<file path="src/hw/puih_pkg.sv">
/*
 * puih_pkg: shared constants and types for the user interrupt handshake
 * block and its user-side partner.
 * assumes: single clock domain, both ends on the same clk.
 */
package puih_pkg;
    localparam int USR_W = 4;
    localparam int DMA_W = 2;
    localparam int SRC_W = USR_W + DMA_W;
    localparam int VEC_W = 5;
    localparam int SRC_IDX_W = 3;
    localparam int INTX_W = 2;
    localparam int LINE_N = 4;
    // message kinds toward the pcie core
    typedef enum logic [1:0] {
        PUIH_MSG_LEG_ASSERT = 2'h0,
        PUIH_MSG_LEG_DEASSERT = 2'h1,
        PUIH_MSG_MSI = 2'h2,
        PUIH_MSG_MSIX = 2'h3
    } puih_msg_t;
    // active interrupt type
    typedef enum logic [1:0] {
        PUIH_MODE_NONE = 2'h0,
        PUIH_MODE_LEG = 2'h1,
        PUIH_MODE_MSI = 2'h3,
        PUIH_MODE_MSIX = 2'h2
    } puih_mode_t;
    // per-request-bit tracking on the device side
    typedef enum logic [1:0] {
        PUIH_B_IDLE = 2'h0,
        PUIH_B_SENT = 2'h1,
        PUIH_B_HELD = 2'h3,
        PUIH_B_DROP = 2'h2
    } puih_bit_t;
    // user-end request states
    typedef enum logic [1:0] {
        PUIH_U_IDLE = 2'h0,
        PUIH_U_WAIT = 2'h1,
        PUIH_U_HOLD = 2'h3,
        PUIH_U_REL = 2'h2
    } puih_usr_t;
    localparam logic [VEC_W-1:0] VEC_RST = 5'h00;
    localparam logic [INTX_W-1:0] INTX_RST = 2'h0;
    // config readout offsets inside the dma register space
    localparam logic [7:0] CFG_OFS_MODE = 8'h00;
    localparam logic [7:0] CFG_OFS_PEND = 8'h04;
    localparam logic [7:0] CFG_OFS_PEND_ARR = 8'h08;
    localparam logic [7:0] CFG_OFS_INTX = 8'h0c;
endpackage : puih_pkg

</file>
<file path="src/hw/puih_if.sv">
/*
 * puih_if: request/acknowledge wires between user logic and the
 * interrupt block.
 * assumes: both ends clocked by the same clk.
 */
`timescale 1ns/1ps
interface puih_if;
    import puih_pkg::*;
    logic [USR_W-1:0] engine_user_interrupt_request;
    logic [USR_W-1:0] user_interrupt_ack;
    modport dev (
        input engine_user_interrupt_request,
        output user_interrupt_ack
    );
    modport usr (
        output engine_user_interrupt_request,
        input user_interrupt_ack
    );
endinterface : puih_if

</file>
<file path="src/hw/puih_dev_end.sv">
/*
 * puih_dev_end: interrupt aggregation on the device; turns user and dma
 * interrupt wires into legacy, msi or msi-x messages toward the pcie
 * core, with a per-bit acknowledge back to user logic.
 * assumes: pcie core takes one message per msg_valid&&msg_ready;
 * config inputs are same-clock and steady while interrupts pend.
 */
// How it works
// - takes user requests plus dma channel wires
// - one type only, msix over msi over legacy
// - host keeps type steady while pending
// - legacy assert message on raised request
// - user holds request until its ack
// - legacy request held until ack and service
// - ack only after core takes message
// - legacy drop sends deassert, acks again
// - pending indication follows held request
// - each source routed to inta..intd
// - msi or msix message, msix preferred
// - msi request held until ack and service
// - vector mapping, msix table and pending bits
// - user detects host service itself
// - config info readable at fixed offsets
`timescale 1ns/1ps
module puih_dev_end (
    input wire logic clk,
    input wire logic rst_n,
    puih_if.dev link,
    input wire logic [puih_pkg::DMA_W-1:0] dma_channel_irq,
    input wire logic leg_en,
    input wire logic msi_en,
    input wire logic msix_en,
    input wire logic [puih_pkg::SRC_W*puih_pkg::INTX_W-1:0] intx_map,
    input wire logic [puih_pkg::SRC_W*puih_pkg::VEC_W-1:0] vec_map,
    input wire logic [puih_pkg::SRC_W-1:0] msix_vec_mask,
    input wire logic msg_ready,
    output logic msg_valid,
    output puih_pkg::puih_msg_t msg_kind,
    output logic [puih_pkg::VEC_W-1:0] msg_vector,
    output logic [puih_pkg::INTX_W-1:0] msg_intx,
    output logic [puih_pkg::LINE_N-1:0] intx_level,
    input wire logic [7:0] cfg_addr,
    output logic [31:0] cfg_rdata,
    output logic [puih_pkg::SRC_W-1:0] pending,
    output logic [puih_pkg::SRC_W-1:0] pending_bit_array
);
    import puih_pkg::*;
    logic [SRC_W-1:0] src;
    puih_mode_t mode;
    puih_bit_t bst_q [SRC_W];
    logic [SRC_W-1:0] want;
    logic [SRC_IDX_W-1:0] pick;
    logic pick_ok;
    logic [SRC_IDX_W-1:0] cur_q;
    logic [USR_W-1:0] ack_q;
    logic msg_valid_q;
    puih_msg_t msg_kind_q;
    logic [VEC_W-1:0] msg_vector_q;
    logic [INTX_W-1:0] msg_intx_q;
    logic [LINE_N-1:0] intx_q;
    logic [SRC_W-1:0] pend_q;
    logic [SRC_W-1:0] pend_arr_q;
    logic [31:0] rdata_q;
    logic [LINE_N-1:0] line_d;
    logic done;

    assign src = {dma_channel_irq, link.engine_user_interrupt_request};

    always_comb begin
        if (msix_en) begin
            mode = PUIH_MODE_MSIX;
        end else if (msi_en) begin
            mode = PUIH_MODE_MSI;
        end else if (leg_en) begin
            mode = PUIH_MODE_LEG;
        end else begin
            mode = PUIH_MODE_NONE;
        end
    end

    // a source wants a message when raised while idle, or dropped
    // in legacy mode while its assert stands
    always_comb begin
        for (int i = 0; i < SRC_W; i++) begin
            want[i] = (bst_q[i] == PUIH_B_IDLE && src[i]
                       && mode != PUIH_MODE_NONE)
                   || (bst_q[i] == PUIH_B_HELD && !src[i]
                       && mode == PUIH_MODE_LEG);
        end
    end

    // lowest index first; fixed priority is fair enough since a bit
    // cannot re-request before its own ack
    always_comb begin
        pick = '0;
        pick_ok = 1'b0;
        for (int i = SRC_W - 1; i >= 0; i--) begin
            if (want[i]) begin
                pick = SRC_IDX_W'(i);
                pick_ok = 1'b1;
            end
        end
    end

    assign done = msg_valid_q && msg_ready;

    for (genvar i = 0; i < SRC_W; i++) begin : g_src
        always_ff @(posedge clk or negedge rst_n) begin
            if (!rst_n) begin
                bst_q[i] <= PUIH_B_IDLE;
            end else begin
                case (bst_q[i])
                    PUIH_B_IDLE: begin
                        if (!msg_valid_q && pick_ok
                            && pick == SRC_IDX_W'(i)) begin
                            bst_q[i] <= PUIH_B_SENT;
                        end
                    end
                    PUIH_B_SENT: begin
                        if (done && cur_q == SRC_IDX_W'(i)) begin
                            bst_q[i] <= PUIH_B_HELD;
                        end
                    end
                    PUIH_B_HELD: begin
                        if (!msg_valid_q && pick_ok
                            && pick == SRC_IDX_W'(i)) begin
                            bst_q[i] <= PUIH_B_DROP;
                        end else if (!src[i]
                                     && mode != PUIH_MODE_LEG) begin
                            bst_q[i] <= PUIH_B_IDLE;
                        end
                    end
                    PUIH_B_DROP: begin
                        if (done && cur_q == SRC_IDX_W'(i)) begin
                            bst_q[i] <= PUIH_B_IDLE;
                        end
                    end
                    default: begin
                        bst_q[i] <= PUIH_B_IDLE;
                    end
                endcase
            end
        end
    end

    // message launch toward the core
    always_ff @(posedge clk or negedge rst_n) begin
        if (!rst_n) begin
            msg_valid_q <= 1'b0;
            msg_kind_q <= PUIH_MSG_LEG_ASSERT;
            msg_vector_q <= VEC_RST;
            msg_intx_q <= INTX_RST;
            cur_q <= '0;
        end else if (done) begin
            msg_valid_q <= 1'b0;
        end else if (!msg_valid_q && pick_ok) begin
            msg_valid_q <= 1'b1;
            cur_q <= pick;
            msg_intx_q <= intx_map[pick*INTX_W +: INTX_W];
            msg_vector_q <= vec_map[pick*VEC_W +: VEC_W];
            case (mode)
                PUIH_MODE_MSIX: msg_kind_q <= PUIH_MSG_MSIX;
                PUIH_MODE_MSI: msg_kind_q <= PUIH_MSG_MSI;
                default: begin
                    msg_kind_q <= (bst_q[pick] == PUIH_B_HELD)
                        ? PUIH_MSG_LEG_DEASSERT : PUIH_MSG_LEG_ASSERT;
                end
            endcase
        end
    end

    // ack one cycle after core takes it
    always_ff @(posedge clk or negedge rst_n) begin
        if (!rst_n) begin
            ack_q <= '0;
        end else begin
            for (int i = 0; i < USR_W; i++) begin
                ack_q[i] <= done && cur_q == SRC_IDX_W'(i);
            end
        end
    end

    // legacy line levels: or of held sources per line
    always_comb begin
        line_d = '0;
        for (int i = 0; i < SRC_W; i++) begin
            if (bst_q[i] == PUIH_B_HELD || bst_q[i] == PUIH_B_DROP) begin
                line_d[intx_map[i*INTX_W +: INTX_W]] = 1'b1;
            end
        end
        if (mode != PUIH_MODE_LEG) begin
            line_d = '0;
        end
    end

    // pending follows request; pending array when masked, in msix mode only
    always_ff @(posedge clk or negedge rst_n) begin
        if (!rst_n) begin
            pend_q <= '0;
            pend_arr_q <= '0;
            intx_q <= '0;
        end else begin
            pend_q <= src;
            pend_arr_q <= (mode == PUIH_MODE_MSIX)
                ? (src & msix_vec_mask) : '0;
            intx_q <= line_d;
        end
    end

    always_ff @(posedge clk or negedge rst_n) begin
        if (!rst_n) begin
            rdata_q <= '0;
        end else begin
            case (cfg_addr)
                CFG_OFS_MODE: rdata_q <= 32'(mode);
                CFG_OFS_PEND: rdata_q <= 32'(pend_q);
                CFG_OFS_PEND_ARR: rdata_q <= 32'(pend_arr_q);
                CFG_OFS_INTX: rdata_q <= 32'(intx_map);
                default: rdata_q <= '0;
            endcase
        end
    end

    assign link.user_interrupt_ack = ack_q;
    assign msg_valid = msg_valid_q;
    assign msg_kind = msg_kind_q;
    assign msg_vector = msg_vector_q;
    assign msg_intx = msg_intx_q;
    assign intx_level = intx_q;
    assign pending = pend_q;
    assign pending_bit_array = pend_arr_q;
    assign cfg_rdata = rdata_q;
endmodule : puih_dev_end

</file>
<file path="src/flat_wrapper.sv">
// flat-port wrapper written by rule: the top's interface ports become plain ports
module puih_dev_end_flat import puih_pkg::*;
  (clk, rst_n, dma_channel_irq, leg_en, msi_en, msix_en, intx_map, vec_map, msix_vec_mask, msg_ready, msg_valid, msg_kind, msg_vector, msg_intx, intx_level, cfg_addr, cfg_rdata, pending, pending_bit_array, link_engine_user_interrupt_request, link_user_interrupt_ack);
  puih_if link_i ();
  input wire logic clk;
  input wire logic rst_n;
  input wire logic [puih_pkg::DMA_W-1:0] dma_channel_irq;
  input wire logic leg_en;
  input wire logic msi_en;
  input wire logic msix_en;
  input wire logic [puih_pkg::SRC_W*puih_pkg::INTX_W-1:0] intx_map;
  input wire logic [puih_pkg::SRC_W*puih_pkg::VEC_W-1:0] vec_map;
  input wire logic [puih_pkg::SRC_W-1:0] msix_vec_mask;
  input wire logic msg_ready;
  output logic msg_valid;
  output puih_pkg::puih_msg_t msg_kind;
  output logic [puih_pkg::VEC_W-1:0] msg_vector;
  output logic [puih_pkg::INTX_W-1:0] msg_intx;
  output logic [puih_pkg::LINE_N-1:0] intx_level;
  input wire logic [7:0] cfg_addr;
  output logic [31:0] cfg_rdata;
  output logic [puih_pkg::SRC_W-1:0] pending;
  output logic [puih_pkg::SRC_W-1:0] pending_bit_array;
  input wire logic [$bits(link_i.engine_user_interrupt_request)-1:0] link_engine_user_interrupt_request;
  output wire logic [$bits(link_i.user_interrupt_ack)-1:0] link_user_interrupt_ack;
  assign link_i.engine_user_interrupt_request = link_engine_user_interrupt_request;
  assign link_user_interrupt_ack = link_i.user_interrupt_ack;
  puih_dev_end u_core (.clk(clk), .rst_n(rst_n), .link(link_i), .dma_channel_irq(dma_channel_irq), .leg_en(leg_en), .msi_en(msi_en), .msix_en(msix_en), .intx_map(intx_map), .vec_map(vec_map), .msix_vec_mask(msix_vec_mask), .msg_ready(msg_ready), .msg_valid(msg_valid), .msg_kind(msg_kind), .msg_vector(msg_vector), .msg_intx(msg_intx), .intx_level(intx_level), .cfg_addr(cfg_addr), .cfg_rdata(cfg_rdata), .pending(pending), .pending_bit_array(pending_bit_array));
endmodule
</file>
<file path="config.mk">
export PLATFORM = sky130hd
export DESIGN_NAME = puih_dev_end_flat
export DESIGN_NICKNAME = d
export VERILOG_FILES = /design/src/hw/puih_pkg.sv /design/src/hw/puih_if.sv /design/src/hw/puih_dev_end.sv /design/src/flat_wrapper.sv
export SDC_FILE = /design/constraint.sdc
export NUM_CORES = 1
export LEC_CHECK = 0
export ABC_AREA = 0
export ABC_CLOCK_PERIOD_IN_PS = 4750
export CAP_MARGIN = 40
export CORE_ASPECT_RATIO = 0.6
export CORE_MARGIN = 2
export CORE_UTILIZATION = 55
export CTS_CLUSTER_DIAMETER = 40
export DETAILED_ROUTE_END_ITERATION = 6
export DONT_BUFFER_PORTS = 1
export PLACE_DENSITY = 0.73
export SLEW_MARGIN = 10
export SYNTH_ARGS = -nofsm -noshare
export SYNTH_HDL_FRONTEND = slang
export SYNTH_SLANG_ARGS = --single-unit
</file>
<file path="constraint.sdc">
create_clock -name clk -period 4.75 [get_ports clk]
set_input_delay 0.7125 -clock clk [delete_from_list [all_inputs] [get_ports clk]]
set_output_delay 0.7125 -clock clk [all_outputs]
set_load 0.1 [all_outputs]
</file>
==> summary.md <==
| Metric | Value |
|---|---|
| Arrival time reported for the critical path endpoint | `3.28 ns` |
| Number of enable flip-flop cells after synthesis | `0` |
| Antenna-violating nets left | `0` |
| LEAKAGE | `1.74 nW` |
| CTS H-Tree Depth | `3` |
| Count of placed standard cells including taps | `423` |
| Syn Std Cell Area | `3350 sq um` |
| First-pass iteration count of the detailed router | `5` |
| Num Clock Sinks | `57` |
| Area share of the largest cell type after synthesis | `42.5%` |
| Fraction of layout cells with a size suffix above 1 | `18.8%` |
| Number of pins exceeding their max-slew limit in the final report | `0` |
| Number of endpoints with negative hold slack in the final report | `0` |
| Cell area reported after detailed placement | `3740 sq um` |
| Average wire length per cell after detail routing | `23.2 um` |
| Final core occ | `72.6%` |
| Starting density of the core | `58.6%` |
| Area delta synth->final | `24.0%` |
| Max transition margin | `40.1%` |
| Max capacitance violation total | `0` |
| Count of unresolved DRC violations after routing | `0` |
| Final clock period utilization by the worst path | `63.7%` |
| Highest attainable clock frequency | `330 MHz` |
| Total wire length after detailed routing | `10400 um` |
| Critical path capture point type | `register` |
| Clock tree from TritonCTS | `yes` |
| Skew-Pair Late Insertion Delay | `0.35 ns` |
| Start point of the critical path | `msi_en` |
| Detailed-route vias per instance | `6.58` |
| Number of port buffers | `0` |
| I/O pins | `130` |
| Total die area | `6760 sq um` |
| FF-to-FF Start | `u_core.bst_q[5]` |
| Unrepaired setup endpoints after global routing | `no` |
| Fill cells | `412` |
| Primary flip-flop cell chosen by synthesis mapping | `sky130_fd_sc_hd__dfrtp_1` |
| Summed negative setup slack over all endpoints | `0 ns` |
| Nets@finish | `431` |
| Final HPWL from detailed placement | `7380 um` |
| Synthesis Warnings | `0` |
| Global-route wire length before repair | `15300 um` |
| Min Clock Period, post-route | `3.03 ns` |
| Number of vias after detailed routing | `2947` |
| Most area-consuming cells after synthesis | `sky130_fd_sc_hd__dfrtp_1, sky130_fd_sc_hd__buf_4, sky130_fd_sc_hd__nand2_1` |
| Worst hold path type | `in2async` |
| Final worst clock skew | `0.00807 ns` |
| Design Power | `2.85 mW` |
| Number of DRC markers in iteration 0 | `207` |
| Hold bufs inserted after CTS | `0` |
| Clock transition at the register clock pins on the worst setup and hold paths after CTS | `0.07 ns` |
| Count of antenna diodes in the layout | `0` |
| Worst supply voltage drop on vdd | `451 uV` |
| Leading area contributor after synthesis | `sky130_fd_sc_hd__dfrtp_1` |
| Vias in the first global route | `2777` |
| Post-CTS setup buffer count | `0` |
| Peak fanout along the critical path | `14` |
| Maximum number of pins on one net before global-route repair | `58` |
| Chip Width | `105 um` |
| CTS buffer count | `9` |
| Final non-filler cell total | `448` |
| Type of the worst setup path | `in2reg` |
| Post-synthesis async set-or-reset flop share | `100%` |
| Clock group share of total power | `17.3%` |
| FP Rows | `21` |
| Register share of total power | `29.2%` |
| Die H | `64.5 um` |
| Routability cong. | `0.941` |
| Resized cells post-CTS | `0` |
| Root cell of the clock tree | `sky130_fd_sc_hd__clkbuf_8` |
| Worst Setup Start Kind | `primary input` |
| Power density of the placed cells | `686 nW/um^2` |
| Share of total power in combinational logic | `53.6%` |
| Final setup violation count | `0` |
| Cell count after synthesis | `330` |
| Final instance area | `4160 sq um` |
| Switch Pwr | `1.39 mW` |
| Global-route usage over all layers | `30.6%` |
| Fraction of the yosys area taken by sequential cells | `42.5%` |
| Required time worst endpoint | `5.01 ns` |
| Floorplan Core Area | `5730 sq um` |
| Post-synthesis cell type count | `60` |
| Number of antenna violations at the first check in global routing | `0` |
| Avg Inst Size Synth | `10.2 sq um` |
| Internal Pwr Total | `1.46 mW` |
| Total overflow reported by the global router | `0` |
| Reg2reg path depth | `6` |
| Switching power as a share of total power | `48.7%` |
| Run status | `finished, final reports clean` |
| Flip-flop and latch count after synthesis | `57` |
| Number of buffers on the longest clock path | `2` |
| Transition time of the tightest slew-check pin | `0.899 ns` |
cell type report:
type	instances	area, sq um	area share [%]
Clock buffer	12	165	3.97
Tap cell	80	100	2.41
Inverter	5	18.8	0.451
Sequential cell	57	1430	34.3
Timing Repair Buffer	38	649	15.6
Clock inverter	4	50.0	1.20
Multi-Input combinational cell	252	1750	42.1
cells in the final DEF (no fill, tap or decap), drive strengths merged, types with 6 or more instances in the layout:
cell,n
a21oi,10
a221oi,8
a31oi,7
and2,7
and3,10
buf,36
clkbuf,14
conb,20
dfrtp,57
mux2,11
mux2i,6
nand2,33
nor2,26
nor3,11
nor3b,8
o21ai,8
o22a,8
o22ai,10
o31ai,8
o32ai,8
or3b,7
worst max-delay path: stages:
cell	delay [ns]
sky130_fd_sc_hd__or3b_1	0.65
sky130_fd_sc_hd__o32ai_1	0.64
sky130_fd_sc_hd__o31ai_1	0.17
sky130_fd_sc_hd__a21oi_1	0.60
sky130_fd_sc_hd__o22ai_1	0.29
sky130_fd_sc_hd__o31ai_2	0.23
through the flow:
step | setup WS [ns] | hold slack, ns
after floorplan | 1.78 | 0.417
after global placement | 1.58 | 0.419
after detailed placement | 1.48 | 0.418
after CTS | 1.84 | 0.0362
after global routing | 1.69 | 0.0318
final | 1.72 | 0.0510
layer usage:
layer / share of wire, % / track usage, % / up-vias
li1: - / - / 1278
met1: 40 / 37.7 / 1433
met2: 46 / 47.2 / 214
met3: 13 / 15.3 / 22
met4: 1.8 / 9.67 / 0
met5: 0 / 0 / -
final timing paths:
path | slack [ns] | to
max | 1.72 | u_core.msg_intx[0]
min | 0.05 | u_core.bst_q[2]
max reg2reg | 1.96 | u_core.msg_intx[0]
min reg2reg | 0.54 | u_core.bst_q[3]
max in group asynchronous | 4.59 | u_core.msg_kind[1]
min in group clk | 0.38 | u_core.pending[0]
sequential cells by signal, summed over array words and instances, names as in the netlist, 3 cells and up:
register / flops
u_core.cfg_rdata: 12
u_core.pending: 6
u_core.intx_level: 4
u_core.pending_bit_array: 6
u_core.bst_q: 12
u_core.link.user_interrupt_ack: 4
u_core.cur_q: 3
u_core.msg_vector: 5
cell families after synthesis:
family	share of synthesized area (%)
other cells	0.112
mux	6.15
compound gates	24.8
simple gates	19.0
flops	42.5
buf+inv	7.42
cell usage after synthesis (all sizes together) (2+ instances only):
cell type / n
nor3b: 8
nand3b: 3
o2bb2ai: 2
and2: 7
a211o: 2
o22ai: 10
a22oi: 4
and3: 10
mux2i: 6
o22a: 8
a31o: 2
nor2: 26
clkbuf: 11
a21oi: 10
nand2: 33
inv: 5
buf: 24
nand3: 3
nor2b: 3
mux2: 11
o32a: 4
nor3: 11
a221oi: 8
o21ai: 8
o31ai: 8
a211oi: 4
a21o: 2
a31oi: 7
nor4: 3
dfrtp: 57
a2bb2oi: 2
or3b: 7
o32ai: 8
power groups by stage:
stage / registers, mW / clock network, mW / logic [mW]
after floorplan: 1.09 / 0 / 0.776
after global placement: 1.11 / 0 / 0.899
after detailed placement: 0.872 / 0 / 1.43
after CTS: 0.866 / 0.493 / 1.44
after global routing: 0.849 / 0.518 / 1.61
final: 0.832 / 0.493 / 1.53
Power figures use the tool's default switching activity.
